File: config.mk
export PLATFORM = sky130hd
export DESIGN_NAME = psda_bridge
export DESIGN_NICKNAME = d
export VERILOG_FILES = /design/src/rtl/psda_pkg.sv /design/src/rtl/psda_bridge.sv /design/src/rtl/psda_byte_pick.sv
export SDC_FILE = /design/constraint.sdc
export NUM_CORES = 1
export LEC_CHECK = 0
export BUFFER_PORTS_ARGS = -buffer_cell sky130_fd_sc_hd__clkbuf_2
export CAP_MARGIN = 20
export CORE_MARGIN = 3
export CORE_UTILIZATION = 40
export CTS_BUF_LIST = sky130_fd_sc_hd__clkbuf_4 sky130_fd_sc_hd__clkbuf_8 sky130_fd_sc_hd__clkbuf_16
export CTS_CLUSTER_SIZE = 24
export DETAILED_ROUTE_END_ITERATION = 6
export GPL_TIMING_DRIVEN = 0
export PLACE_DENSITY_LB_ADDON = 0.05
export SLEW_MARGIN = 10
export SYNTH_ARGS = -nofsm -noshare
export SYNTH_HDL_FRONTEND = slang
export SYNTH_HIERARCHICAL = 1
export SYNTH_SLANG_ARGS = --single-unit
File: constraint.sdc
create_clock -name clock_in -period 1.94 [get_ports clock_in]
set_input_delay 0.097 -clock clock_in [delete_from_list [all_inputs] [get_ports clock_in]]
set_output_delay 0.097 -clock clock_in [all_outputs]
set_load 0.005 [all_outputs]
File: src/rtl/psda_pkg.sv
// Constants and types for the program space data access bridge
package psda_pkg;
   localparam int PSDA_AW = 4;
   localparam logic [3:0] PSDA_OFF_VIS_PAGE = 4'h0;
   localparam logic [3:0] PSDA_OFF_TBL_PAGE = 4'h4;
   localparam logic [3:0] PSDA_OFF_CORE_CTRL = 4'h8;
   localparam logic [3:0] PSDA_OFF_STATUS = 4'hC;
   localparam logic [7:0] PSDA_RST_VIS_PAGE = 8'h00;
   localparam logic [7:0] PSDA_RST_TBL_PAGE = 8'h00;
   localparam logic [15:0] PSDA_RST_CORE_CTRL = 16'h0000;
   localparam int PSDA_WIN_EN_BIT = 2;
   localparam int PSDA_CFG_BIT = 7;
   localparam int PSDA_EA_MSB = 15;
   localparam logic [1:0] PSDA_EXTRA_MOV = 2'h1;
   localparam logic [1:0] PSDA_EXTRA_OTHER = 2'h2;
   typedef enum logic [1:0]
   {
      PSDA_IDLE = 2'b00,
      PSDA_FETCH = 2'b01,
      PSDA_STRETCH = 2'b11
   } psda_state_e;
endpackage

File: src/rtl/psda_bridge.sv
// Program space data access bridge: table ops and visibility window
//
// The register addresses and the Avalon-MM interface to the registers were chosen for this implementation.
`timescale 1ns/1ps
`default_nettype none
module psda_bridge
(
   input wire logic clock_in,
   input wire logic rst_n_in,
   // Avalon-MM slave
   input wire logic [psda_pkg::PSDA_AW-1:0] avs_address_in,
   input wire logic avs_read_in,
   input wire logic avs_write_in,
   input wire logic [31:0] avs_writedata_in,
   input wire logic [3:0] avs_byteenable_in,
   output logic [31:0] avs_readdata_out,
   output logic avs_waitrequest_out,
   // Core request: one-cycle pulse, held data until done
   input wire logic req_in,
   input wire logic req_table_in,
   input wire logic req_write_in,
   input wire logic req_high_in,
   input wire logic req_byte_in,
   input wire logic req_mov_in,
   input wire logic [15:0] req_ea_in,
   input wire logic [15:0] req_wdata_in,
   output logic done_out,
   output logic [15:0] rdata_out,
   output logic stall_out,
   output logic [1:0] extra_cycles_out,
   output logic window_hit_out,
   // Program memory side
   output logic pm_read_out,
   output logic pm_write_out,
   output logic [23:0] pm_addr_out,
   output logic [23:0] pm_wdata_out,
   output logic [2:0] pm_lane_out,
   input wire logic [23:0] pm_rdata_in,
   input wire logic pm_valid_in
);
   logic [7:0] vis_page_q;
   logic [7:0] tbl_page_q;
   logic [15:0] core_ctrl_q;
   psda_pkg::psda_state_e state_q;
   logic hit_q;
   logic table_q;
   logic high_q;
   logic byte_q;
   logic sel_q;
   logic [15:0] pick_w;
   logic win_hit_d;
   logic [23:0] addr_d;
   logic bus_busy_q;

   // Window decode; table ops never use it
   // Window is read-only: a write would wait forever for memory
   always_comb
   begin
      win_hit_d = req_ea_in[psda_pkg::PSDA_EA_MSB] && !req_write_in &&
                  core_ctrl_q[psda_pkg::PSDA_WIN_EN_BIT] && !req_table_in;
      if (req_table_in)
         addr_d = {tbl_page_q, req_ea_in[15:1], 1'b0};
      else
         addr_d = {1'b0, vis_page_q, req_ea_in[14:0]};
   end

   psda_byte_pick u_pick
   (
      .word_in(pm_rdata_in),
      .high_in(high_q),
      .byte_in(byte_q),
      .sel_in(sel_q),
      .data_out(pick_w)
   );

   // Request sequencing
   always_ff @(posedge clock_in)
   begin
      if (!rst_n_in)
      begin
         state_q <= psda_pkg::PSDA_IDLE;
         hit_q <= 1'b0;
         table_q <= 1'b0;
         high_q <= 1'b0;
         byte_q <= 1'b0;
         sel_q <= 1'b0;
         pm_read_out <= 1'b0;
         pm_write_out <= 1'b0;
         pm_addr_out <= 24'h000000;
         pm_wdata_out <= 24'h000000;
         pm_lane_out <= 3'h0;
         done_out <= 1'b0;
         rdata_out <= 16'h0000;
         stall_out <= 1'b0;
         extra_cycles_out <= 2'h0;
         window_hit_out <= 1'b0;
      end
      else
      begin
         done_out <= 1'b0;
         unique case (state_q)
            psda_pkg::PSDA_IDLE:
            begin
               if (req_in && (req_table_in || win_hit_d))
               begin
                  hit_q <= win_hit_d;
                  table_q <= req_table_in;
                  high_q <= req_table_in && req_high_in;
                  byte_q <= req_table_in && req_byte_in;
                  sel_q <= req_ea_in[0];
                  pm_addr_out <= addr_d;
                  pm_read_out <= !req_write_in;
                  pm_write_out <= req_write_in && req_table_in;
                  // Lanes: bit2 upper byte, bit1 mid, bit0 low
                  if (req_high_in)
                     pm_lane_out <= (req_byte_in && req_ea_in[0]) ? 3'h0 : 3'h4;
                  else if (req_byte_in)
                     pm_lane_out <= req_ea_in[0] ? 3'h2 : 3'h1;
                  else
                     pm_lane_out <= 3'h3;
                  if (req_high_in)
                     pm_wdata_out <= {req_wdata_in[7:0], 16'h0000};
                  else if (req_byte_in)
                     pm_wdata_out <= {8'h00, req_wdata_in[7:0], req_wdata_in[7:0]};
                  else
                     pm_wdata_out <= {8'h00, req_wdata_in};
                  stall_out <= 1'b1;
                  window_hit_out <= win_hit_d;
                  extra_cycles_out <= win_hit_d ?
                     (req_mov_in ? psda_pkg::PSDA_EXTRA_MOV : psda_pkg::PSDA_EXTRA_OTHER)
                     : 2'h0;
                  state_q <= psda_pkg::PSDA_FETCH;
               end
            end
            psda_pkg::PSDA_FETCH:
            begin
               if (pm_valid_in)
               begin
                  pm_read_out <= 1'b0;
                  pm_write_out <= 1'b0;
                  pm_lane_out <= 3'h0;
                  // Window returns the low word only
                  rdata_out <= hit_q ? pm_rdata_in[15:0] : pick_w;
                  state_q <= psda_pkg::PSDA_STRETCH;
               end
            end
            psda_pkg::PSDA_STRETCH:
            begin
               // Extra cycle for the second fetch slot
               done_out <= 1'b1;
               stall_out <= 1'b0;
               window_hit_out <= 1'b0;
               state_q <= psda_pkg::PSDA_IDLE;
            end
            default:
               state_q <= psda_pkg::PSDA_IDLE;
         endcase
      end
   end

   // Register bus: one wait cycle per access
   always_ff @(posedge clock_in)
   begin
      if (!rst_n_in)
         bus_busy_q <= 1'b0;
      else
         bus_busy_q <= (avs_read_in || avs_write_in) && !bus_busy_q;
   end

   always_ff @(posedge clock_in)
   begin
      if (!rst_n_in)
         avs_waitrequest_out <= 1'b1;
      else
         avs_waitrequest_out <= !((avs_read_in || avs_write_in) && !bus_busy_q);
   end

   always_ff @(posedge clock_in)
   begin
      if (!rst_n_in)
      begin
         vis_page_q <= psda_pkg::PSDA_RST_VIS_PAGE;
         tbl_page_q <= psda_pkg::PSDA_RST_TBL_PAGE;
         core_ctrl_q <= psda_pkg::PSDA_RST_CORE_CTRL;
      end
      else if (avs_write_in && bus_busy_q)
      begin
         unique case (avs_address_in)
            psda_pkg::PSDA_OFF_VIS_PAGE:
               if (avs_byteenable_in[0])
                  vis_page_q <= avs_writedata_in[7:0];
            psda_pkg::PSDA_OFF_TBL_PAGE:
               if (avs_byteenable_in[0])
                  tbl_page_q <= avs_writedata_in[7:0];
            psda_pkg::PSDA_OFF_CORE_CTRL:
            begin
               if (avs_byteenable_in[0])
                  core_ctrl_q[7:0] <= avs_writedata_in[7:0];
               if (avs_byteenable_in[1])
                  core_ctrl_q[15:8] <= avs_writedata_in[15:8];
            end
            default:
               ;
         endcase
      end
   end

   always_ff @(posedge clock_in)
   begin
      if (!rst_n_in)
         avs_readdata_out <= 32'h00000000;
      else if (avs_read_in && !bus_busy_q)
      begin
         unique case (avs_address_in)
            psda_pkg::PSDA_OFF_VIS_PAGE:
               avs_readdata_out <= {24'h000000, vis_page_q};
            psda_pkg::PSDA_OFF_TBL_PAGE:
               avs_readdata_out <= {24'h000000, tbl_page_q};
            psda_pkg::PSDA_OFF_CORE_CTRL:
               avs_readdata_out <= {16'h0000, core_ctrl_q};
            psda_pkg::PSDA_OFF_STATUS:
               avs_readdata_out <= {27'h0000000, tbl_page_q[psda_pkg::PSDA_CFG_BIT],
                                    hit_q, table_q, state_q};
            default:
               avs_readdata_out <= 32'h00000000;
         endcase
      end
   end

   // Checks
   window_gate_a: assert property (@(posedge clock_in) disable iff (!rst_n_in)
      (state_q == psda_pkg::PSDA_IDLE && req_in && !req_table_in &&
       !core_ctrl_q[psda_pkg::PSDA_WIN_EN_BIT]) |=> !pm_read_out)
      else $error("window used while disabled");
   window_addr_a: assert property (@(posedge clock_in) disable iff (!rst_n_in)
      (state_q == psda_pkg::PSDA_IDLE && req_in && win_hit_d) |=>
      pm_addr_out == {1'b0, $past(vis_page_q), $past(req_ea_in[14:0])})
      else $error("window address wrong");
   table_addr_a: assert property (@(posedge clock_in) disable iff (!rst_n_in)
      (state_q == psda_pkg::PSDA_IDLE && req_in && req_table_in) |=>
      pm_addr_out[23:16] == $past(tbl_page_q) && !pm_addr_out[0])
      else $error("table address wrong");
   table_step_a: assert property (@(posedge clock_in) disable iff (!rst_n_in)
      (state_q == psda_pkg::PSDA_IDLE && req_in && req_table_in) |=>
      pm_addr_out[15:1] == $past(req_ea_in[15:1]))
      else $error("table word step wrong");
   byte_sel_a: assert property (@(posedge clock_in) disable iff (!rst_n_in)
      (state_q == psda_pkg::PSDA_IDLE && req_in && req_table_in) |=>
      sel_q == $past(req_ea_in[0]))
      else $error("byte selector wrong");
   upper_lane_a: assert property (@(posedge clock_in) disable iff (!rst_n_in)
      (state_q == psda_pkg::PSDA_IDLE && req_in && !req_high_in) |=> !pm_lane_out[2])
      else $error("upper byte reached by low op");
   table_no_win_a: assert property (@(posedge clock_in) disable iff (!rst_n_in)
      (state_q == psda_pkg::PSDA_IDLE && req_in && req_table_in) |=> !window_hit_out)
      else $error("window used by table op");
   stretch_done_a: assert property (@(posedge clock_in) disable iff (!rst_n_in)
      (state_q == psda_pkg::PSDA_FETCH && pm_valid_in) |=> ##1 done_out)
      else $error("done not one cycle after data");
   stall_hold_a: assert property (@(posedge clock_in) disable iff (!rst_n_in)
      state_q == psda_pkg::PSDA_FETCH |-> stall_out)
      else $error("stall dropped during fetch");
   done_pulse_a: assert property (@(posedge clock_in) disable iff (!rst_n_in)
      done_out |=> !done_out)
      else $error("done longer than one cycle");
   window_data_a: assert property (@(posedge clock_in) disable iff (!rst_n_in)
      (state_q == psda_pkg::PSDA_FETCH && pm_valid_in && hit_q) |=>
      rdata_out == $past(pm_rdata_in[15:0]))
      else $error("window data wrong");
   high_word_a: assert property (@(posedge clock_in) disable iff (!rst_n_in)
      (state_q == psda_pkg::PSDA_FETCH && pm_valid_in && table_q && high_q && !byte_q) |=>
      rdata_out == {8'h00, $past(pm_rdata_in[23:16])})
      else $error("high word read wrong");
   phantom_zero_a: assert property (@(posedge clock_in) disable iff (!rst_n_in)
      (state_q == psda_pkg::PSDA_FETCH && pm_valid_in && high_q && byte_q && sel_q) |=>
      rdata_out == 16'h0000)
      else $error("phantom byte nonzero");
   high_byte_a: assert property (@(posedge clock_in) disable iff (!rst_n_in)
      (state_q == psda_pkg::PSDA_FETCH && pm_valid_in && high_q && byte_q && !sel_q) |=>
      rdata_out == {8'h00, $past(pm_rdata_in[23:16])})
      else $error("high byte read wrong");
   low_word_a: assert property (@(posedge clock_in) disable iff (!rst_n_in)
      (state_q == psda_pkg::PSDA_FETCH && pm_valid_in && table_q && !high_q && !byte_q) |=>
      rdata_out == $past(pm_rdata_in[15:0]))
      else $error("low word read wrong");
   byte_low_a: assert property (@(posedge clock_in) disable iff (!rst_n_in)
      (state_q == psda_pkg::PSDA_FETCH && pm_valid_in && table_q && !high_q && byte_q) |=>
      rdata_out == {8'h00, ($past(sel_q) ? $past(pm_rdata_in[15:8]) :
                            $past(pm_rdata_in[7:0]))})
      else $error("low byte read wrong");
   extra_mov_a: assert property (@(posedge clock_in) disable iff (!rst_n_in)
      (state_q == psda_pkg::PSDA_IDLE && req_in && win_hit_d && req_mov_in) |=>
      extra_cycles_out == psda_pkg::PSDA_EXTRA_MOV)
      else $error("extra cycle count wrong");
   extra_other_a: assert property (@(posedge clock_in) disable iff (!rst_n_in)
      (state_q == psda_pkg::PSDA_IDLE && req_in && win_hit_d && !req_mov_in) |=>
      extra_cycles_out == psda_pkg::PSDA_EXTRA_OTHER)
      else $error("extra cycle count wrong");
   cover_window_c: cover property (@(posedge clock_in) window_hit_out && done_out);
   cover_table_c: cover property (@(posedge clock_in) table_q && done_out);
   cover_write_c: cover property (@(posedge clock_in) pm_write_out && pm_valid_in);
   cover_phantom_c: cover property (@(posedge clock_in) high_q && byte_q && sel_q && done_out);
   cover_other_c: cover property (@(posedge clock_in)
      window_hit_out && extra_cycles_out == psda_pkg::PSDA_EXTRA_OTHER);
endmodule
`default_nettype wire

File: src/rtl/psda_byte_pick.sv
// Byte and word steering of a 24-bit program word onto 16-bit data
`timescale 1ns/1ps
`default_nettype none
module psda_byte_pick
(
   input wire logic [23:0] word_in,
   input wire logic high_in,
   input wire logic byte_in,
   input wire logic sel_in,
   output logic [15:0] data_out
);
   always_comb
   begin
      if (!high_in && !byte_in)
         data_out = word_in[15:0];
      else if (!high_in)
         data_out = {8'h00, sel_in ? word_in[15:8] : word_in[7:0]};
      else if (!byte_in)
         data_out = {8'h00, word_in[23:16]};
      else
         data_out = {8'h00, sel_in ? 8'h00 : word_in[23:16]};
   end
endmodule
`default_nettype wire

==> results.md <==
- Status: complete, no violations
- Max frequency: between 500 and 600 MHz
- Layout Nets: approximately 1000
- Clock network power share: between 40% and 50%
- Tmin final: roughly 1.7 ns
- First-pass GRT wire length: 27500 um
- Delay-heaviest family, CP: simple AND/OR/NAND/NOR gates
- Reg power frac: a little over two fifths
- TritonCTS clock tree: done
- Area share of the largest cell type after synthesis: roughly 44%
- Core ar.: ~15000 um^2
- Unrepaired setup endpoints after global routing: false
- Die Span Y: about 130 um
- FF+latch count, synth: between 100 and 150
- Startpoint types: flop
- Place WS: ~0.27 ns
- Critical Path AT: between 2 and 2.5 ns
- Met2 Wirelength: roughly 8600 um
- Synth Area in XOR/XNOR: 0%
- EDFF count, synth: 0
- Clk root buf: clkbuf_16
- Dominant cell type by area after synthesis: dfxtp_1
- Die Area: around 17000 um^2
- Internal Power: 4970 uW
- Total power: roughly 6500 uW
- Number of routed nets with antenna violations: 0
- Worst-margin pin slew: about 0.68 ns
- Post-Synthesis Cells: between 600 and 700
- Largest net degree at the start of global routing: 17
- N_diodes: 0
- NetSw: roughly 1500 uW
- Asr flop ratio synth: 0%
- Slew headroom: roughly 55%
- Worst path cell trace: nor3b_2, o21ai_2, buf_6, mux2i_1
- CTS H-tree lvls: 4
- Max clock buf depth: 2
- Fin. max-slew vios: 0
- Synth Area in Simple Gates: ~19%
- Post-cts sizing count: 0
- Met3 wire length: approximately 910 um
- Area grow syn2layout: 35.4%
- Worst path slowest cell: nor3b_2
- Syn. warnings: 6
- Required time worst endpoint: approximately 2.2 ns
- All-Layer GR Usage: between 20% and 30%
- Starting Density: between 40% and 50%
- Postcts setup bufs: 0
- Combinational Power Share: around 12%
- CP max stage delay: a little over 0.5 ns
- Post-synthesis cell type count: 46
- Final setup margin: roughly 0.22 ns
- Final hold violation count: 0
- Layout cells sized above 1: 30.5%
- I/O pins: around 210
- Clk_lat worst skew: around 0.41 ns
- Worst Skew: 0.00925 ns
- Adder-cell share of the synthesized area: 0%
- DR vias/cell: 5.06
- DRC: 0
- Worst-path clk slew: approximately 0.050 ns
- Sink Count: between 100 and 150
- Post-DP HPWL: roughly 13000 um
- Critical path buffer and inverter count: 1
- Grt ovf: 0
- DP Cell Count: slightly above 1000
- Sequential fraction of the synthesis area: a little over two fifths
- Antenna violations before repair: 0
- Die X: 129 um
- Cts hold-fix bufs: between 40 and 50
- Max IR drop VDD: slightly below 0.6 mV
- Net Sw Frac: 23.7%
- Power density over the cells: roughly 800 nW/um^2
- Vias in the first global route: 5475
- Inserted Clock Buffers: 17
- Crit-path max FO: 10
- Synth Area in Compound Gates: between 10 and 15%
- Hold Crit Class: primary input to flop
- Final TNS setup: 0 ns
- Vias: roughly 5500
- Final Cycle Share: 88.9%
- Placement Rows: 44
- WL per Instance: roughly 16 um
- Largest family of logic cells by synthesized area: multiplexers
- CP Capture Type: flop
- Synth Cell Area: approximately 6000 um^2
- Static leakage: between 0.003 and 0.004 uW
- # Max-Cap Violations: 0
- Wl on met1: between 7000 and 8000 um
- Final setup fails: 0
- Uppermost routed layer: met4
- Syn Area/Cell: 9.34 um^2
- Mux cell area share after synthesis: between 20% and 30%
- Final cell count without fillers: between 1000 and 1500
- Synth Flop Type: dfxtp_1
- Gpl congestion: 0.812
- Number of port buffers: ~180
- Area contributors post-synth: dfxtp_1 44%, mux2i_1 16%, nand2_1 7.5%, nand3_1 3.4%, mux2_2 3.0%
- Drt total wl: 17700 um
- TritonRoute pass-1 iters: 5
- CP Class: flop to flop
- Drt first-iter violations: ~300
kinds of logic after synthesis:
kind of cell	after synthesis
other cells	1
buf+inv	71
compound gates	95
mux	116
flops	131
simple gates	231
power groups by stage:
stage / clock, uW / combinational, uW / sequential [uW]
3_3_place_gp: 0 / 667 / 2860
5_1_grt: 3120 / 822 / 2810
4_1_cts: 3020 / 749 / 2810
6_report: 2960 / 747 / 2810
2_1_floorplan: 0 / 394 / 2860
3_5_place_dp: 0 / 679 / 2860
cell type report:
cell class / count / area (um^2)
inverters: 2 / 7.51
multi-input cells: 458 / 3050
clock buffers: 23 / 483
repair buffers: 219 / 1310
plain buffers: 69 / 403
fillers: 1356 / 6490
flip-flops and latches: 131 / 2620
well taps: 184 / 230
clock inverters: 6 / 57.6
worst min-delay path: stages:
cell and delay, ns:
clkbuf_2 0.09, mux2i_1 0.12, a211oi_1 0.08
routing by layer:
metal  global-route usage, %  vias up
met5                       0        -
met4                    6.30        0
met3                    6.02       21
met2                    35.5      159
met1                    26.6     2600
li1                        -     2745
cell usage after synthesis, drive strengths merged, types with 9 or more instances:
library cell	n
a21oi	33
mux2	16
a211oi	16
nand3b	10
nand3	42
nor2	22
mux2i	95
clkbuf	24
o2bb2ai	10
dfxtp	131
nand2	121
and2	9
o21ai	21
buf	45
state kept, by name, summed over array words and instances, names as in the netlist:
name	flops
pm_write_out	1
stall_out	1
pm_lane_out	3
table_q	1
rdata_out	16
vis_page_q	8
extra_cycles_out	2
done_out	1
byte_q	1
bus_busy_q	1
pm_read_out	1
sel_q	1
tbl_page_q	8
pm_wdata_out	24
hit_q	1
core_ctrl_q	16
avs_readdata_out	16
state_q	2
pm_addr_out	24
window_hit_out	1
avs_waitrequest_out	1
high_q	1
per-stage QoR:
| stage | util [%] | hold slack, ns | area [um^2] |
|---|---|---|---|
| final | 55.7 | 0.0289 | 8160 |
| after detailed placement | 49.1 | 0.328 | 7190 |
| after CTS | 55.7 | 0.00936 | 8160 |
| after global placement | 49.1 | 0.325 | 7190 |
| after global routing | 55.7 | 0.0435 | 8160 |
| after floorplan | - | 0.236 | 6080 |
path summary, 6_finish.rpt:
path | end | depth (start not counted) | from | slack (ns)
setup / recovery | pm_addr_out[19] | 4 | state_q[0] | 0.22
setup reg to reg | pm_addr_out[19] | 4 | state_q[0] | 0.22
hold / removal | rdata_out[2] | 3 | pm_rdata_in[2] | 0.03
hold reg to reg | avs_readdata_out[12] | 2 | avs_readdata_out[12] | 0.45
cell usage in the layout (no fill, tap or decap), types with 17 or more instances in the layout:
| cell | netlist | layout |
|---|---|---|
| clkbuf_2 | 0 | 177 |
| dfxtp_1 | 131 | 131 |
| nand2_1 | 121 | 121 |
| mux2i_1 | 95 | 95 |
| dlygate4sd3_1 | 0 | 42 |
| nand3_1 | 41 | 41 |
| a21oi_1 | 33 | 33 |
| clkbuf_1 | 24 | 24 |
| nor2_1 | 21 | 21 |
| buf_4 | 18 | 18 |
| o21ai_0 | 17 | 17 |
| clkbuf_16 | 0 | 17 |
(Power assumes the default switching activity.)
